`src/common/metering_pkg.sv`:
```
package metering_pkg;
    // ------------------------------------------------------------------
    // bus geometry
    // ------------------------------------------------------------------
    localparam int ADDR_W = 20;
    localparam int DATA_W = 32;
    localparam int STRB_W = 4;
    localparam int REG_W = 16;

    // register indices; byte address is four times the index
    localparam logic [15:0] COMPUTATION_MODE_CONFIG_INDEX = 16'hE600;
    localparam logic [15:0] GAIN_INDEX = 16'hE60F;
    localparam logic [ADDR_W-3:0] COMPUTATION_MODE_CONFIG_WORD = {2'h0, COMPUTATION_MODE_CONFIG_INDEX};
    localparam logic [ADDR_W-3:0] GAIN_WORD = {2'h0, GAIN_INDEX};

    // ------------------------------------------------------------------
    // computation-mode fields (bit 15 is not stored)
    // ------------------------------------------------------------------
    localparam int CM_STORE_W = 15;
    localparam int PULSE3_C_BIT = 8;
    localparam int ANGLE_LSB = 9;
    localparam int ANGLE_W = 2;
    localparam int NOMV_A_BIT = 11;
    localparam int NOMV_B_BIT = 12;
    localparam int NOMV_C_BIT = 13;
    localparam int FREQ_BIT = 14;
    localparam logic [CM_STORE_W-1:0] COMPUTATION_MODE_CONFIG_RESET = 15'h01FF;

    // ------------------------------------------------------------------
    // gain fields (bits 15:9 are not stored)
    // ------------------------------------------------------------------
    localparam int GAIN_STORE_W = 9;
    localparam int GAIN_FIELD_W = 3;
    localparam int PGA_PHASE_I_LSB = 0;
    localparam int PGA_NEUTRAL_LSB = 3;
    localparam int PGA_PHASE_V_LSB = 6;
    localparam logic [GAIN_STORE_W-1:0] GAIN_RESET = 9'h000;
    localparam logic [GAIN_FIELD_W-1:0] GAIN_CODE_MAX = 3'h4;
    localparam logic [GAIN_FIELD_W-1:0] GAIN_UNITY = 3'h0;

    // channels handled by the gain decoder
    localparam int NUM_CHAN = 3;
    localparam int CHAN_PHASE_I = 0;
    localparam int CHAN_NEUTRAL = 1;
    localparam int CHAN_PHASE_V = 2;

    // ------------------------------------------------------------------
    // bus responses and enumerations
    // ------------------------------------------------------------------
    localparam logic [1:0] RESP_OKAY = 2'h0;
    localparam logic [1:0] RESP_SLVERR = 2'h2;

    typedef enum logic [1:0] {
        ANGLE_VOLT_CURR,
        ANGLE_VOLT_VOLT,
        ANGLE_CURR_CURR,
        ANGLE_NONE
    } angle_mode_t;

    typedef enum logic [1:0] {
        SEL_NONE,
        SEL_COMPUTATION_MODE_CONFIG,
        SEL_GAIN
    } reg_sel_t;
endpackage : metering_pkg

```
`src/common/gain_if.sv`:
```
// ----------------------------------------------------------------------
// gain codes out to the decoder, shift amounts back
// ----------------------------------------------------------------------
interface gain_if;
    import metering_pkg::*;
    logic [NUM_CHAN-1:0][GAIN_FIELD_W-1:0] code;
    logic [NUM_CHAN-1:0][GAIN_FIELD_W-1:0] shift;

    modport regs (output code, input shift);
    modport decoder (input code, output shift);
endinterface : gain_if

```
`src/hdl/gain_decode.sv`:
```
module gain_decode (
    gain_if.decoder gains
);
    import metering_pkg::*;

    // ------------------------------------------------------------------
    // code to shift mapping
    // ------------------------------------------------------------------
    // gain is 1 shl shift; reserved codes fall back to unity so a bad
    // write can never saturate the front end
    function automatic logic [GAIN_FIELD_W-1:0] code_to_shift(
        input logic [GAIN_FIELD_W-1:0] code
    );
        if (code <= GAIN_CODE_MAX) begin
            code_to_shift = code;
        end else begin
            code_to_shift = GAIN_UNITY;
        end
    endfunction : code_to_shift

    // one decoder per channel, all with the same mapping
    for (genvar i = 0; i < NUM_CHAN; i++) begin : g_chan
        assign gains.shift[i] = code_to_shift(gains.code[i]);
    end
endmodule : gain_decode

```
`src/hdl/metering_config_gain_regs.sv`:
```
module metering_config_gain_regs #(
    parameter bit has_neutral_channel = 1'b1,
    parameter bit has_fundamental = 1'b1
) (
    input wire logic aclk,
    input wire logic aresetn,
    input wire logic ce,
    // write address channel
    input wire logic awvalid,
    output logic awready,
    input wire logic [metering_pkg::ADDR_W-1:0] awaddr,
    // write data channel
    input wire logic wvalid,
    output logic wready,
    input wire logic [metering_pkg::DATA_W-1:0] wdata,
    input wire logic [metering_pkg::STRB_W-1:0] wstrb,
    // write response channel
    output logic bvalid,
    input wire logic bready,
    output logic [1:0] bresp,
    // read address channel
    input wire logic arvalid,
    output logic arready,
    input wire logic [metering_pkg::ADDR_W-1:0] araddr,
    // read data channel
    output logic rvalid,
    input wire logic rready,
    output logic [metering_pkg::DATA_W-1:0] rdata,
    output logic [1:0] rresp,
    // decoded selections toward the measurement datapath
    output logic pulse3_phase_c_include,
    output metering_pkg::angle_mode_t angle_measure_select,
    output logic phase_a_nominal_volt_use,
    output logic phase_b_nominal_volt_use,
    output logic phase_c_nominal_volt_use,
    output logic line_frequency_select,
    output logic [metering_pkg::GAIN_FIELD_W-1:0] phase_current_gain,
    output logic [metering_pkg::GAIN_FIELD_W-1:0] neutral_current_gain,
    output logic [metering_pkg::GAIN_FIELD_W-1:0] phase_voltage_gain
);
    import metering_pkg::*;

    // ------------------------------------------------------------------
    // helpers
    // ------------------------------------------------------------------
    // word address decode, shared by the write and the read path
    function automatic reg_sel_t reg_select(
        input logic [ADDR_W-1:0] addr
    );
        if (addr[ADDR_W-1:2] == COMPUTATION_MODE_CONFIG_WORD) begin
            reg_select = SEL_COMPUTATION_MODE_CONFIG;
        end else if (addr[ADDR_W-1:2] == GAIN_WORD) begin
            reg_select = SEL_GAIN;
        end else begin
            reg_select = SEL_NONE;
        end
    endfunction : reg_select

    // merge the two low byte lanes into a 16-bit register image
    function automatic logic [REG_W-1:0] apply_strb(
        input logic [REG_W-1:0] old_val,
        input logic [DATA_W-1:0] new_val,
        input logic [STRB_W-1:0] strb
    );
        logic [REG_W-1:0] merged;
        merged = old_val;
        if (strb[0]) begin
            merged[7:0] = new_val[7:0];
        end
        if (strb[1]) begin
            merged[15:8] = new_val[15:8];
        end
        apply_strb = merged;
    endfunction : apply_strb

    // ------------------------------------------------------------------
    // storage and bus state
    // ------------------------------------------------------------------
    logic [CM_STORE_W-1:0] computation_mode_config;
    logic [GAIN_STORE_W-1:0] gain;
    logic aw_held;
    logic w_held;
    logic [ADDR_W-1:0] aw_addr_q;
    logic [DATA_W-1:0] w_data_q;
    logic [STRB_W-1:0] w_strb_q;
    logic bvalid_q;
    logic [1:0] bresp_q;
    logic rvalid_q;
    logic [DATA_W-1:0] rdata_q;
    logic [1:0] rresp_q;
    logic do_write;
    reg_sel_t wsel;
    reg_sel_t rsel;
    logic [REG_W-1:0] computation_mode_config_image;
    logic [REG_W-1:0] gain_image;
    logic [REG_W-1:0] next_computation_mode_config;
    logic [REG_W-1:0] next_gain;

    gain_if gains ();

    // ------------------------------------------------------------------
    // handshake outputs
    // ------------------------------------------------------------------
    // no new write is taken while a response waits, so only one write
    // is ever in flight; ce low drops awready, wready and arready but leaves bvalid and rvalid
    assign awready = ce && !aw_held && !bvalid_q;
    assign wready = ce && !w_held && !bvalid_q;
    assign arready = ce && !rvalid_q;
    assign bvalid = bvalid_q;
    assign bresp = bresp_q;
    assign rvalid = rvalid_q;
    assign rdata = rdata_q;
    assign rresp = rresp_q;

    // commit once both halves of a write are held
    assign do_write = aw_held && w_held && !bvalid_q;
    assign wsel = reg_select(aw_addr_q);
    assign rsel = reg_select(araddr);

    // ------------------------------------------------------------------
    // register images and write merge
    // ------------------------------------------------------------------
    // unstored upper bits read as zero whatever was written
    assign computation_mode_config_image = {1'b0, computation_mode_config};
    assign gain_image = {7'h00, gain};
    assign next_computation_mode_config = apply_strb(computation_mode_config_image, w_data_q, w_strb_q);
    assign next_gain = apply_strb(gain_image, w_data_q, w_strb_q);

    // ------------------------------------------------------------------
    // write address capture
    // ------------------------------------------------------------------
    // address and data may arrive in either order, each is held alone
    always_ff @(posedge aclk) begin
        if (!aresetn) begin
            aw_held <= 1'b0;
            aw_addr_q <= '0;
        end else if (ce) begin
            if (awvalid && awready) begin
                aw_held <= 1'b1;
                aw_addr_q <= awaddr;
            end else if (do_write) begin
                aw_held <= 1'b0;
            end
        end
    end

    // ------------------------------------------------------------------
    // write data capture
    // ------------------------------------------------------------------
    always_ff @(posedge aclk) begin
        if (!aresetn) begin
            w_held <= 1'b0;
            w_data_q <= '0;
            w_strb_q <= '0;
        end else if (ce) begin
            if (wvalid && wready) begin
                w_held <= 1'b1;
                w_data_q <= wdata;
                w_strb_q <= wstrb;
            end else if (do_write) begin
                w_held <= 1'b0;
            end
        end
    end

    // ------------------------------------------------------------------
    // write response
    // ------------------------------------------------------------------
    // unmapped addresses complete with an error and change nothing
    always_ff @(posedge aclk) begin
        if (!aresetn) begin
            bvalid_q <= 1'b0;
            bresp_q <= RESP_OKAY;
        end else if (ce) begin
            if (do_write) begin
                bvalid_q <= 1'b1;
                bresp_q <= (wsel == SEL_NONE) ? RESP_SLVERR : RESP_OKAY;
            end else if (bready) begin
                bvalid_q <= 1'b0;
            end
        end
    end

    // ------------------------------------------------------------------
    // computation-mode register
    // ------------------------------------------------------------------
    // low bits are kept so read-back matches; only 14:8 steer logic here
    always_ff @(posedge aclk) begin
        if (!aresetn) begin
            computation_mode_config <= COMPUTATION_MODE_CONFIG_RESET;
        end else if (ce && do_write && wsel == SEL_COMPUTATION_MODE_CONFIG) begin
            computation_mode_config <= next_computation_mode_config[CM_STORE_W-1:0];
        end
    end

    // ------------------------------------------------------------------
    // gain register
    // ------------------------------------------------------------------
    // without a neutral input the neutral field is pinned to unity
    always_ff @(posedge aclk) begin
        if (!aresetn) begin
            gain <= GAIN_RESET;
        end else if (ce && do_write && wsel == SEL_GAIN) begin
            gain <= next_gain[GAIN_STORE_W-1:0];
            if (!has_neutral_channel) begin
                gain[PGA_NEUTRAL_LSB +: GAIN_FIELD_W] <= GAIN_UNITY;
            end
        end
    end

    // ------------------------------------------------------------------
    // read path
    // ------------------------------------------------------------------
    // data answer one cycle after the address is taken
    always_ff @(posedge aclk) begin
        if (!aresetn) begin
            rvalid_q <= 1'b0;
            rdata_q <= '0;
            rresp_q <= RESP_OKAY;
        end else if (ce) begin
            if (arvalid && arready) begin
                rvalid_q <= 1'b1;
                case (rsel)
                    SEL_COMPUTATION_MODE_CONFIG: begin
                        rdata_q <= {16'h0000, computation_mode_config_image};
                        rresp_q <= RESP_OKAY;
                    end
                    SEL_GAIN: begin
                        rdata_q <= {16'h0000, gain_image};
                        rresp_q <= RESP_OKAY;
                    end
                    default: begin
                        rdata_q <= '0;
                        rresp_q <= RESP_SLVERR;
                    end
                endcase
            end else if (rready) begin
                rvalid_q <= 1'b0;
            end
        end
    end

    // ------------------------------------------------------------------
    // gain decode
    // ------------------------------------------------------------------
    assign gains.code[CHAN_PHASE_I] = gain[PGA_PHASE_I_LSB +: GAIN_FIELD_W];
    assign gains.code[CHAN_NEUTRAL] = gain[PGA_NEUTRAL_LSB +: GAIN_FIELD_W];
    assign gains.code[CHAN_PHASE_V] = gain[PGA_PHASE_V_LSB +: GAIN_FIELD_W];

    gain_decode u_gain_decode (
        .gains(gains)
    );

    // ------------------------------------------------------------------
    // gain outputs
    // ------------------------------------------------------------------
    // registered so the datapath sees clean levels; one cycle behind
    always_ff @(posedge aclk) begin
        if (!aresetn) begin
            phase_current_gain <= GAIN_UNITY;
            neutral_current_gain <= GAIN_UNITY;
            phase_voltage_gain <= GAIN_UNITY;
        end else if (ce) begin
            phase_current_gain <= gains.shift[CHAN_PHASE_I];
            neutral_current_gain <= gains.shift[CHAN_NEUTRAL];
            phase_voltage_gain <= gains.shift[CHAN_PHASE_V];
        end
    end

    // ------------------------------------------------------------------
    // angle selection
    // ------------------------------------------------------------------
    always_ff @(posedge aclk) begin
        if (!aresetn) begin
            angle_measure_select <= ANGLE_VOLT_CURR;
        end else if (ce) begin
            case (computation_mode_config[ANGLE_LSB +: ANGLE_W])
                2'h0: angle_measure_select <= ANGLE_VOLT_CURR;
                2'h1: angle_measure_select <= ANGLE_VOLT_VOLT;
                2'h2: angle_measure_select <= ANGLE_CURR_CURR;
                default: angle_measure_select <= ANGLE_NONE;
            endcase
        end
    end

    // ------------------------------------------------------------------
    // pulse, nominal voltage and frequency selections
    // ------------------------------------------------------------------
    // line frequency only matters on parts that compute fundamentals;
    // elsewhere it is held low so the datapath ignores it
    always_ff @(posedge aclk) begin
        if (!aresetn) begin
            pulse3_phase_c_include <= COMPUTATION_MODE_CONFIG_RESET[PULSE3_C_BIT];
            phase_a_nominal_volt_use <= 1'b0;
            phase_b_nominal_volt_use <= 1'b0;
            phase_c_nominal_volt_use <= 1'b0;
            line_frequency_select <= 1'b0;
        end else if (ce) begin
            pulse3_phase_c_include <= computation_mode_config[PULSE3_C_BIT];
            phase_a_nominal_volt_use <= computation_mode_config[NOMV_A_BIT];
            phase_b_nominal_volt_use <= computation_mode_config[NOMV_B_BIT];
            phase_c_nominal_volt_use <= computation_mode_config[NOMV_C_BIT];
            line_frequency_select <= has_fundamental && computation_mode_config[FREQ_BIT];
        end
    end
endmodule : metering_config_gain_regs

```
`config.mk`:
```
export PLATFORM = sky130hd
export DESIGN_NAME = metering_config_gain_regs
export DESIGN_NICKNAME = d
export VERILOG_FILES = /design/src/common/metering_pkg.sv /design/src/common/gain_if.sv /design/src/hdl/gain_decode.sv /design/src/hdl/metering_config_gain_regs.sv
export SDC_FILE = /design/constraint.sdc
export NUM_CORES = 1
export LEC_CHECK = 0
export CAP_MARGIN = 20
export CORE_MARGIN = 10
export CORE_UTILIZATION = 31
export DETAILED_ROUTE_END_ITERATION = 10
export DONT_BUFFER_PORTS = 1
export GPL_TIMING_DRIVEN = 0
export SLEW_MARGIN = 10
export SYNTH_ARGS = -nofsm -noshare
export SYNTH_HDL_FRONTEND = slang
export SYNTH_HIERARCHICAL = 1
export SYNTH_SLANG_ARGS = --single-unit
```
`constraint.sdc`:
```
create_clock -name aclk -period 1.5 [get_ports aclk]
set_input_delay 0.225 -clock aclk [delete_from_list [all_inputs] [get_ports aclk]]
set_output_delay 0.225 -clock aclk [all_outputs]
set_load 0.02 [all_outputs]
```
==> flow_results.xml, run 1 <==
<?xml version="1.0" encoding="UTF-8"?>
<metrics>
  <group name="global_route">
    <metric name="initial_antenna_violation_count" unit="">0</metric>
    <metric name="grt-ovfl-total" unit="">0</metric>
    <metric name="groute.usage.overall" unit="%">12.73</metric>
    <metric name="grt_first_pass_wirelength" unit="um">18040</metric>
    <metric name="first_global_vias" unit="">3382</metric>
    <metric name="grt_max_degree" unit="">20</metric>
  </group>
  <group name="setup_path">
    <metric name="cp.arrival" unit="ps">1840</metric>
    <metric name="endpoint_kind" unit="">flip-flop</metric>
    <metric name="worstPathMaxFanout" unit="">8</metric>
    <metric name="r2r_end" unit="">aw_addr_q[6]</metric>
    <metric name="worstSetupPathType" unit="">flip-flop to flip-flop</metric>
    <metric name="setup.worst_path.start_class" unit="">flip-flop</metric>
    <metric name="rrSetupSlack" unit="ps">-70</metric>
    <metric name="crit-reg2reg-launch" unit="">bvalid</metric>
    <metric name="worstRegToRegCells" unit="">5</metric>
    <metric name="crit_required" unit="ps">1770</metric>
  </group>
  <group name="die">
    <metric name="die_height" unit="um">132.5</metric>
    <metric name="initial_core_util" unit="%">31.36</metric>
    <metric name="placementRows" unit="">41</metric>
    <metric name="die_x" unit="um">132.5</metric>
    <metric name="design.portCount" unit="">141</metric>
    <metric name="coreArea" unit="sq um">12520</metric>
    <metric name="dieArea" unit="sq um">17560</metric>
  </group>
  <group name="timing">
    <metric name="fin_skew" unit="ps">4.919</metric>
    <metric name="tightestPinTransition" unit="ps">749.3</metric>
    <metric name="period_minus_slack" unit="ps">1574</metric>
    <metric name="worst_slack" unit="ps">-74.37</metric>
    <metric name="setup_viol" unit="">30</metric>
    <metric name="fin_crit_sh" unit="%">105.0</metric>
    <metric name="finalSetupTns" unit="ps">-744.8</metric>
    <metric name="final_hold_viol_count" unit="">0</metric>
    <metric name="grt_setup_unrepaired" unit="">yes</metric>
    <metric name="final_max_slew_viol_count" unit="">0</metric>
    <metric name="fmaxAchievable" unit="MHz">635.2</metric>
    <metric name="relative_slew_slack" unit="%">50.05</metric>
  </group>
  <group name="power_and_ir_drop">
    <metric name="cellLeakagePower" unit="nW">2.031</metric>
    <metric name="ir_worst_vdd" unit="mV">0.5698</metric>
    <metric name="power.density" unit="nW/um^2">1016</metric>
  </group>
  <group name="cts">
    <metric name="clock_root_cell" unit="">clkbuf_16</metric>
    <metric name="cts_tree" unit="">done</metric>
    <metric name="cts.htree.levels" unit="">3</metric>
    <metric name="clock_path_buffers" unit="">2</metric>
    <metric name="cts_sinks" unit="">96</metric>
    <metric name="clkSlewWorstSetupHoldPaths" unit="ps">70</metric>
    <metric name="worstSkewPairLatency" unit="ps">350</metric>
    <metric name="cts_buffers" unit="">9</metric>
  </group>
  <group name="min_path">
    <metric name="min_delay_worst_type" unit="">input port to flip-flop</metric>
    <metric name="min_path_cells" unit="">2</metric>
    <metric name="timing.hold.worst.start" unit="">awaddr[4]</metric>
    <metric name="hold-path-endpoint" unit="">aw_addr_q[4]</metric>
  </group>
  <group name="final_layout">
    <metric name="finish.cell_count_without_fillers" unit="">697</metric>
    <metric name="drive_gt1_share" unit="%">33.90</metric>
    <metric name="antenna_cells_inserted" unit="">0</metric>
    <metric name="flow.area_growth_from_synthesis" unit="%">36.24</metric>
    <metric name="final.fill_count" unit="">1238</metric>
    <metric name="final_net_count" unit="">604</metric>
  </group>
  <group name="yosys">
    <metric name="sequential_to_total_area_share_from_yosys_stat" unit="%">48.96</metric>
    <metric name="synth.top_cells.by_area" unit="">dfxtp_1 (49%), nand2_1 (9.0%), a21oi_1 (7.8%)</metric>
    <metric name="synth-async-reset-ratio" unit="%">0</metric>
    <metric name="synth-edff-count" unit="">0</metric>
    <metric name="post_synth_num_cell_types" unit="">33</metric>
    <metric name="synth_xor_xnor_area_share" unit="%">0</metric>
    <metric name="synth.top_cell.area_share" unit="%">48.96</metric>
    <metric name="synthCells" unit="">465</metric>
    <metric name="yosys-mux-area-fraction" unit="%">4.080</metric>
    <metric name="synth_adder_area_share" unit="%">0</metric>
    <metric name="synthesis.area" unit="sq um">3925</metric>
    <metric name="synth-compound-area-share" unit="%">14.09</metric>
    <metric name="ys_dominant_reg_cell" unit="">dfxtp_1</metric>
    <metric name="combinational_family_with_the_most_area_after_synthesis" unit="">simple AND/OR/NAND/NOR gates</metric>
    <metric name="yosys_warnings" unit="">6</metric>
    <metric name="yosysTopAreaCell" unit="">dfxtp_1</metric>
    <metric name="yosys_register_bits" unit="">96</metric>
    <metric name="postSynthAreaPerCell" unit="sq um">8.441</metric>
    <metric name="simple_gate_share_of_the_synthesized_area" unit="%">25.18</metric>
  </group>
  <group name="placed_design">
    <metric name="pre_cts_ws" unit="ps">-392.4</metric>
    <metric name="place_hpwl" unit="um">8683</metric>
    <metric name="gp_congestion" unit="">0.7892</metric>
    <metric name="port_buffers" unit="">0</metric>
    <metric name="dpl.cell_count" unit="">655</metric>
  </group>
  <group name="route">
    <metric name="drt-initial-drc-count" unit="">188</metric>
    <metric name="detail_route.drc_violations" unit="">0</metric>
    <metric name="first_pass_iters" unit="">4</metric>
    <metric name="via_count" unit="">3367</metric>
    <metric name="antenna_left" unit="">0</metric>
    <metric name="detailed_route_vias_per_instance" unit="">4.831</metric>
    <metric name="finalWirelength" unit="um">11910</metric>
    <metric name="route.detailed.wl_per_inst" unit="um">17.08</metric>
  </group>
  <group name="run_status">
    <metric name="violations" unit="">setup timing</metric>
    <metric name="status" unit="">complete, but fails checks</metric>
  </group>
  <group name="flow_run">
    <metric name="max-cap-violations" unit="">0</metric>
  </group>
</metrics>
## worst max path at each step
stage,cells after the start,endpoint,slack [ps],start
2_1_floorplan,5,aw_addr_q[10],50,bvalid
3_3_place_gp,5,computation_mode_config[14],-340,aw_addr_q[2]
3_5_place_dp,5,computation_mode_config[5],-390,aw_addr_q[2]
4_1_cts,6,w_data_q[13],-30,bvalid
5_1_grt,5,aw_addr_q[5],-130,bvalid
6_report,5,aw_addr_q[6],-70,bvalid
## per-stage QoR
step | util (%) | total power, mW | instance area [sq um] | hold slack (ps)
floorplan | - | 2.971 | 4006 | 360.7
finish | 42.72 | 5.436 | 5348 | 6.469
detailed placement | 33.73 | 3.043 | 4222 | 367.4
CTS | 38.24 | 5.356 | 4787 | 0.01138
global route | 42.72 | 5.624 | 5348 | 1.433
global placement | 33.73 | 3.032 | 4222 | 364.7
## logic make-up (layout without fill, tap and decap cells)
logic type / after synthesis / after routing
compound gates: 106 / 106
flops: 96 / 96
other cells: 1 / 19
buf+inv: 50 / 92
mux: 16 / 16
simple gates: 196 / 196
## placed cells by master, fill, tap and decap left out, drive strengths merged
master | synthesis | layout
dfxtp | 96 | 96
nand2 | 94 | 94
a21oi | 61 | 61
buf | 35 | 50
nand3 | 43 | 43
o21ai | 36 | 36
nor2 | 22 | 22
clkbuf | 14 | 22
conb | 1 | 19
mux2i | 16 | 16
dlygate4sd3 | 0 | 14
a22oi | 9 | 9
and2b | 6 | 6
and4 | 5 | 5
nor3b | 5 | 5
clkinvlp | 0 | 3
nor4b | 3 | 3
and2 | 3 | 3
and4bb | 2 | 2
nand4 | 2 | 2
and4b | 2 | 2
and3 | 2 | 2
nor4 | 2 | 2
nor2b | 1 | 1
inv | 1 | 1
and3b | 1 | 1
nand3b | 1 | 1
nand4b | 1 | 1
nor3 | 1 | 1
clkinv | 0 | 1
bufinv | 0 | 1
## layer usage
metal / up-vias / GRT usage, % / share of wire (%)
li1: 1686 / - / -
met4: 0 / 5.379 / 1.4
met3: 10 / 6.472 / 8.8
met5: - / 0 / 0
met2: 101 / 20.36 / 49
met1: 1570 / 13.96 / 41
## power by group
| group | switching, mW | internal (mW) | leakage (nW) |
|---|---|---|---|
| combinational | 0.299 | 0.210 | 1.12 |
| clock | 0.983 | 1.29 | 0.132 |
| sequential | 0.0507 | 2.60 | 0.781 |
| total | 1.33 | 4.10 | 2.03 |
## Yosys cell counts, drive strengths merged, types with 3 or more instances
cell type / number
nand3: 43
and4: 5
buf: 35
clkbuf: 14
nor4b: 3
nor3b: 5
a22oi: 9
nand2: 94
a21oi: 61
mux2i: 16
dfxtp: 96
o21ai: 36
and2: 3
nor2: 22
and2b: 6
## critical path: stages (launching register included)
cell	delay, ps
dfxtp_4	400
nor3b_4	460
and2_4	280
buf_12	160
nand2_4	50
a21oi_2	140
## timing repair
item / in CTS / in global routing
hold buffers: 2 / 12
setup buffers: 8 / 3
pin swaps: 20 / 73
gates cloned: 5 / 1
endpoints found under the hold margin: 2 / 12
endpoints found under the setup margin: 53 / 69
gates resized for setup: 58 / 129
## sequential cells by signal, indices dropped and copies added, names as in the netlist
register                  cells
line_frequency_select         1
w_strb_q                      2
bvalid                        1
w_held                        1
computation_mode_config      15
gain                          9
rvalid                        1
neutral_current_gain          3
rdata                        15
aw_held                       1
w_data_q                     15
phase_voltage_gain            3
phase_b_nominal_volt_use      1
phase_a_nominal_volt_use      1
phase_c_nominal_volt_use      1
aw_addr_q                    18
angle_measure_select          2
phase_current_gain            3
rresp                         1
pulse3_phase_c_include        1
bresp                         1
## final cells by class
type                    count  area (sq um)  area share (%)
plain buffers              44         326.6           6.107
clock buffers              11         232.7           4.352
clock inverters             5         57.56           1.076
inverters                   1         3.754         0.07019
multi-input cells         337          2255           42.16
flip-flops and latches     96          1931           36.10
well taps                 172         215.2           4.024
repair buffers             31         326.6           6.107
Note: power is estimated with default switching activity, not from simulation.
==> run 2: changes to the inputs <==
==> constraint.sdc (replaced) <==
create_clock -name aclk -period 1.5 [get_ports aclk]
set_input_delay 0.075 -clock aclk [delete_from_list [all_inputs] [get_ports aclk]]
set_output_delay 0.075 -clock aclk [all_outputs]
set_load 0.02 [all_outputs]
==> run 2 against run 1 <==
Net effect: the run still ends with setup timing left; via count up 3.2%; clock power about the same; count of clock-buffer cells in the layout unchanged; wire length hardly changed; critical path type unchanged; highest routed layer unchanged.
==> flow_results.xml, run 2 (synthesis gave the netlist of run 1 again) <==
<?xml version="1.0" encoding="UTF-8"?>
<metrics>
  <group name="run_status">
    <metric name="status" unit="">complete, but fails checks</metric>
    <metric name="violations" unit="">setup timing</metric>
  </group>
  <group name="setup_path">
    <metric name="setup.worst_path.start_class" unit="">flip-flop</metric>
    <metric name="slowest_cell_delay_on_critical_path" unit="ps">470</metric>
    <metric name="cp.arrival" unit="ps">1870</metric>
    <metric name="cells_along_the_critical_path" unit="">nor3b_4, and2_4, buf_12, nand2_4, a21oi_2</metric>
    <metric name="endpoint_kind" unit="">flip-flop</metric>
    <metric name="crit_required" unit="ps">1770</metric>
    <metric name="cell_with_the_biggest_individual_delay_on_the_critical_path" unit="">nor3b_4</metric>
    <metric name="worstSetupPathType" unit="">flip-flop to flip-flop</metric>
    <metric name="worstPathMaxFanout" unit="">8</metric>
  </group>
  <group name="timing">
    <metric name="final_max_slew_viol_count" unit="">0</metric>
    <metric name="finalSetupTns" unit="ps">-1282</metric>
    <metric name="fin_crit_sh" unit="%">106.8</metric>
    <metric name="final_hold_viol_count" unit="">0</metric>
    <metric name="fmaxAchievable" unit="MHz">624.1</metric>
    <metric name="grt_setup_unrepaired" unit="">yes</metric>
    <metric name="period_minus_slack" unit="ps">1602</metric>
    <metric name="setup_viol" unit="">31</metric>
    <metric name="tightestPinTransition" unit="ps">704.2</metric>
    <metric name="hold_ws" unit="ps">29.37</metric>
    <metric name="fin_skew" unit="ps">6.164</metric>
    <metric name="relative_slew_slack" unit="%">53.05</metric>
    <metric name="worst_slack" unit="ps">-102.3</metric>
  </group>
  <group name="flow_run">
    <metric name="max-cap-violations" unit="">0</metric>
  </group>
  <group name="power_and_ir_drop">
    <metric name="fin_total_pwr" unit="mW">5.494</metric>
    <metric name="power.density" unit="nW/um^2">999.3</metric>
    <metric name="cellLeakagePower" unit="nW">2.094</metric>
    <metric name="ir_worst_vdd" unit="mV">0.5731</metric>
  </group>
  <group name="final_layout">
    <metric name="largest_reg_flops" unit="">18</metric>
    <metric name="seqCellArea" unit="sq um">1931</metric>
    <metric name="mostFrequentLayoutCells" unit="">dfxtp_1 (91), nand2_1 (64), dlygate4sd3_1 (39)</metric>
    <metric name="antenna_cells_inserted" unit="">0</metric>
    <metric name="multi_input_area" unit="sq um">2191</metric>
    <metric name="final_net_count" unit="">627</metric>
    <metric name="drive_gt1_share" unit="%">29.56</metric>
    <metric name="mostFrequentLayoutCell" unit="">dfxtp_1</metric>
    <metric name="flow.area_growth_from_synthesis" unit="%">40.07</metric>
    <metric name="finalInstanceArea" unit="sq um">5498</metric>
    <metric name="top_register" unit="">aw_addr_q</metric>
    <metric name="final.fill_count" unit="">1238</metric>
  </group>
  <group name="die">
    <metric name="coreArea" unit="sq um">12520</metric>
    <metric name="die_height" unit="um">132.5</metric>
    <metric name="die_x" unit="um">132.5</metric>
    <metric name="placementRows" unit="">41</metric>
    <metric name="dieArea" unit="sq um">17560</metric>
    <metric name="design.portCount" unit="">141</metric>
    <metric name="initial_core_util" unit="%">31.36</metric>
  </group>
  <group name="route">
    <metric name="antenna_left" unit="">0</metric>
    <metric name="route.detailed.wl_per_inst" unit="um">16.55</metric>
    <metric name="detail_route.drc_violations" unit="">0</metric>
    <metric name="finalWirelength" unit="um">11920</metric>
    <metric name="drt-initial-drc-count" unit="">151</metric>
    <metric name="via_count" unit="">3474</metric>
    <metric name="detailed_route_vias_per_instance" unit="">4.825</metric>
    <metric name="first_pass_iters" unit="">4</metric>
  </group>
  <group name="placed_design">
    <metric name="gp_congestion" unit="">0.7892</metric>
    <metric name="placed_area" unit="sq um">4222</metric>
    <metric name="place_hpwl" unit="um">8683</metric>
    <metric name="port_buffers" unit="">0</metric>
  </group>
  <group name="cts">
    <metric name="worstSkewPairLatency" unit="ps">350</metric>
    <metric name="clkSlewWorstSetupHoldPaths" unit="ps">70</metric>
    <metric name="clock_root_cell" unit="">clkbuf_16</metric>
    <metric name="cts.htree.levels" unit="">3</metric>
    <metric name="cts_sinks" unit="">96</metric>
    <metric name="cts_tree" unit="">done</metric>
    <metric name="cts_buffers" unit="">9</metric>
    <metric name="clock_path_buffers" unit="">2</metric>
  </group>
  <group name="global_route">
    <metric name="first_global_vias" unit="">3527</metric>
    <metric name="initial_antenna_violation_count" unit="">0</metric>
    <metric name="groute.usage.overall" unit="%">12.91</metric>
    <metric name="grt-ovfl-total" unit="">0</metric>
    <metric name="grt_max_degree" unit="">20</metric>
    <metric name="grt_first_pass_wirelength" unit="um">18520</metric>
  </group>
  <group name="min_path">
    <metric name="min_delay_worst_type" unit="">input port to flip-flop</metric>
  </group>
</metrics>
run 2: worst max-delay path: cells and delay by family, from the launching register on:
| kind | cells | cell delay (ps) |
|---|---|---|
| flip-flops | 1 | 400 |
| AND/OR/NAND/NOR | 3 | 820 |
| buffers and inverters | 1 | 160 |
| AO/OA/AOI/OAI | 1 | 140 |
run 2: routing by layer:
layer  vias to the layer above  GRT usage [%]  wire [um]
met2                       114          20.66       5730
met5                         -              0          0
met3                        16          5.413       1000
li1                       1732              -          -
met1                      1612          14.90       4984
met4                         0          5.257        201
run 2: worst paths after layout:
kind                                     from             to  slack (ps)  cells past startpoint
worst max-delay path                   bvalid   aw_addr_q[6]        -100                      5
worst min-delay path                  awvalid        aw_held          30                      2
worst max register to register         bvalid   aw_addr_q[6]        -100                      5
worst min register to register  aw_addr_q[16]  aw_addr_q[16]         460                      2
run 2: timing repair:
action,in CTS,in global routing
endpoints found under the hold margin,39,2
gates resized for setup,58,109
endpoints found under the setup margin,53,69
hold buffers,37,2
buffers inserted,8,2
pin swaps,20,63
cloned,5,0
run 2: through the flow:
step | setup slack, ps | utilization, % | std cells
after floorplan | 52.77 | - | 483
after global placement | -342.4 | 33.73 | 655
after detailed placement | -392.4 | 33.73 | 655
after CTS | -30.41 | 41.04 | 720
after global routing | -135.4 | 43.92 | 720
final | -102.3 | 43.92 | 720
run 2: final cells by class:
cell class / instances / share of cell area [%]
plain buffers: 44 / 5.940
clock buffers: 11 / 4.233
clock inverters: 5 / 1.047
inverters: 1 / 0.06827
multi-input cells: 337 / 39.85
flip-flops and latches: 96 / 35.12
well taps: 172 / 3.914
repair buffers: 54 / 9.832
run 2: power by group:
part | total (mW) | leakage [nW] | internal, mW | switching, mW
Combinational | 0.570 | 1.18 | 0.250 | 0.320
Clock | 2.27 | 0.132 | 1.29 | 0.981
Sequential | 2.65 | 0.781 | 2.60 | 0.0503
Total | 5.49 | 2.09 | 4.14 | 1.35
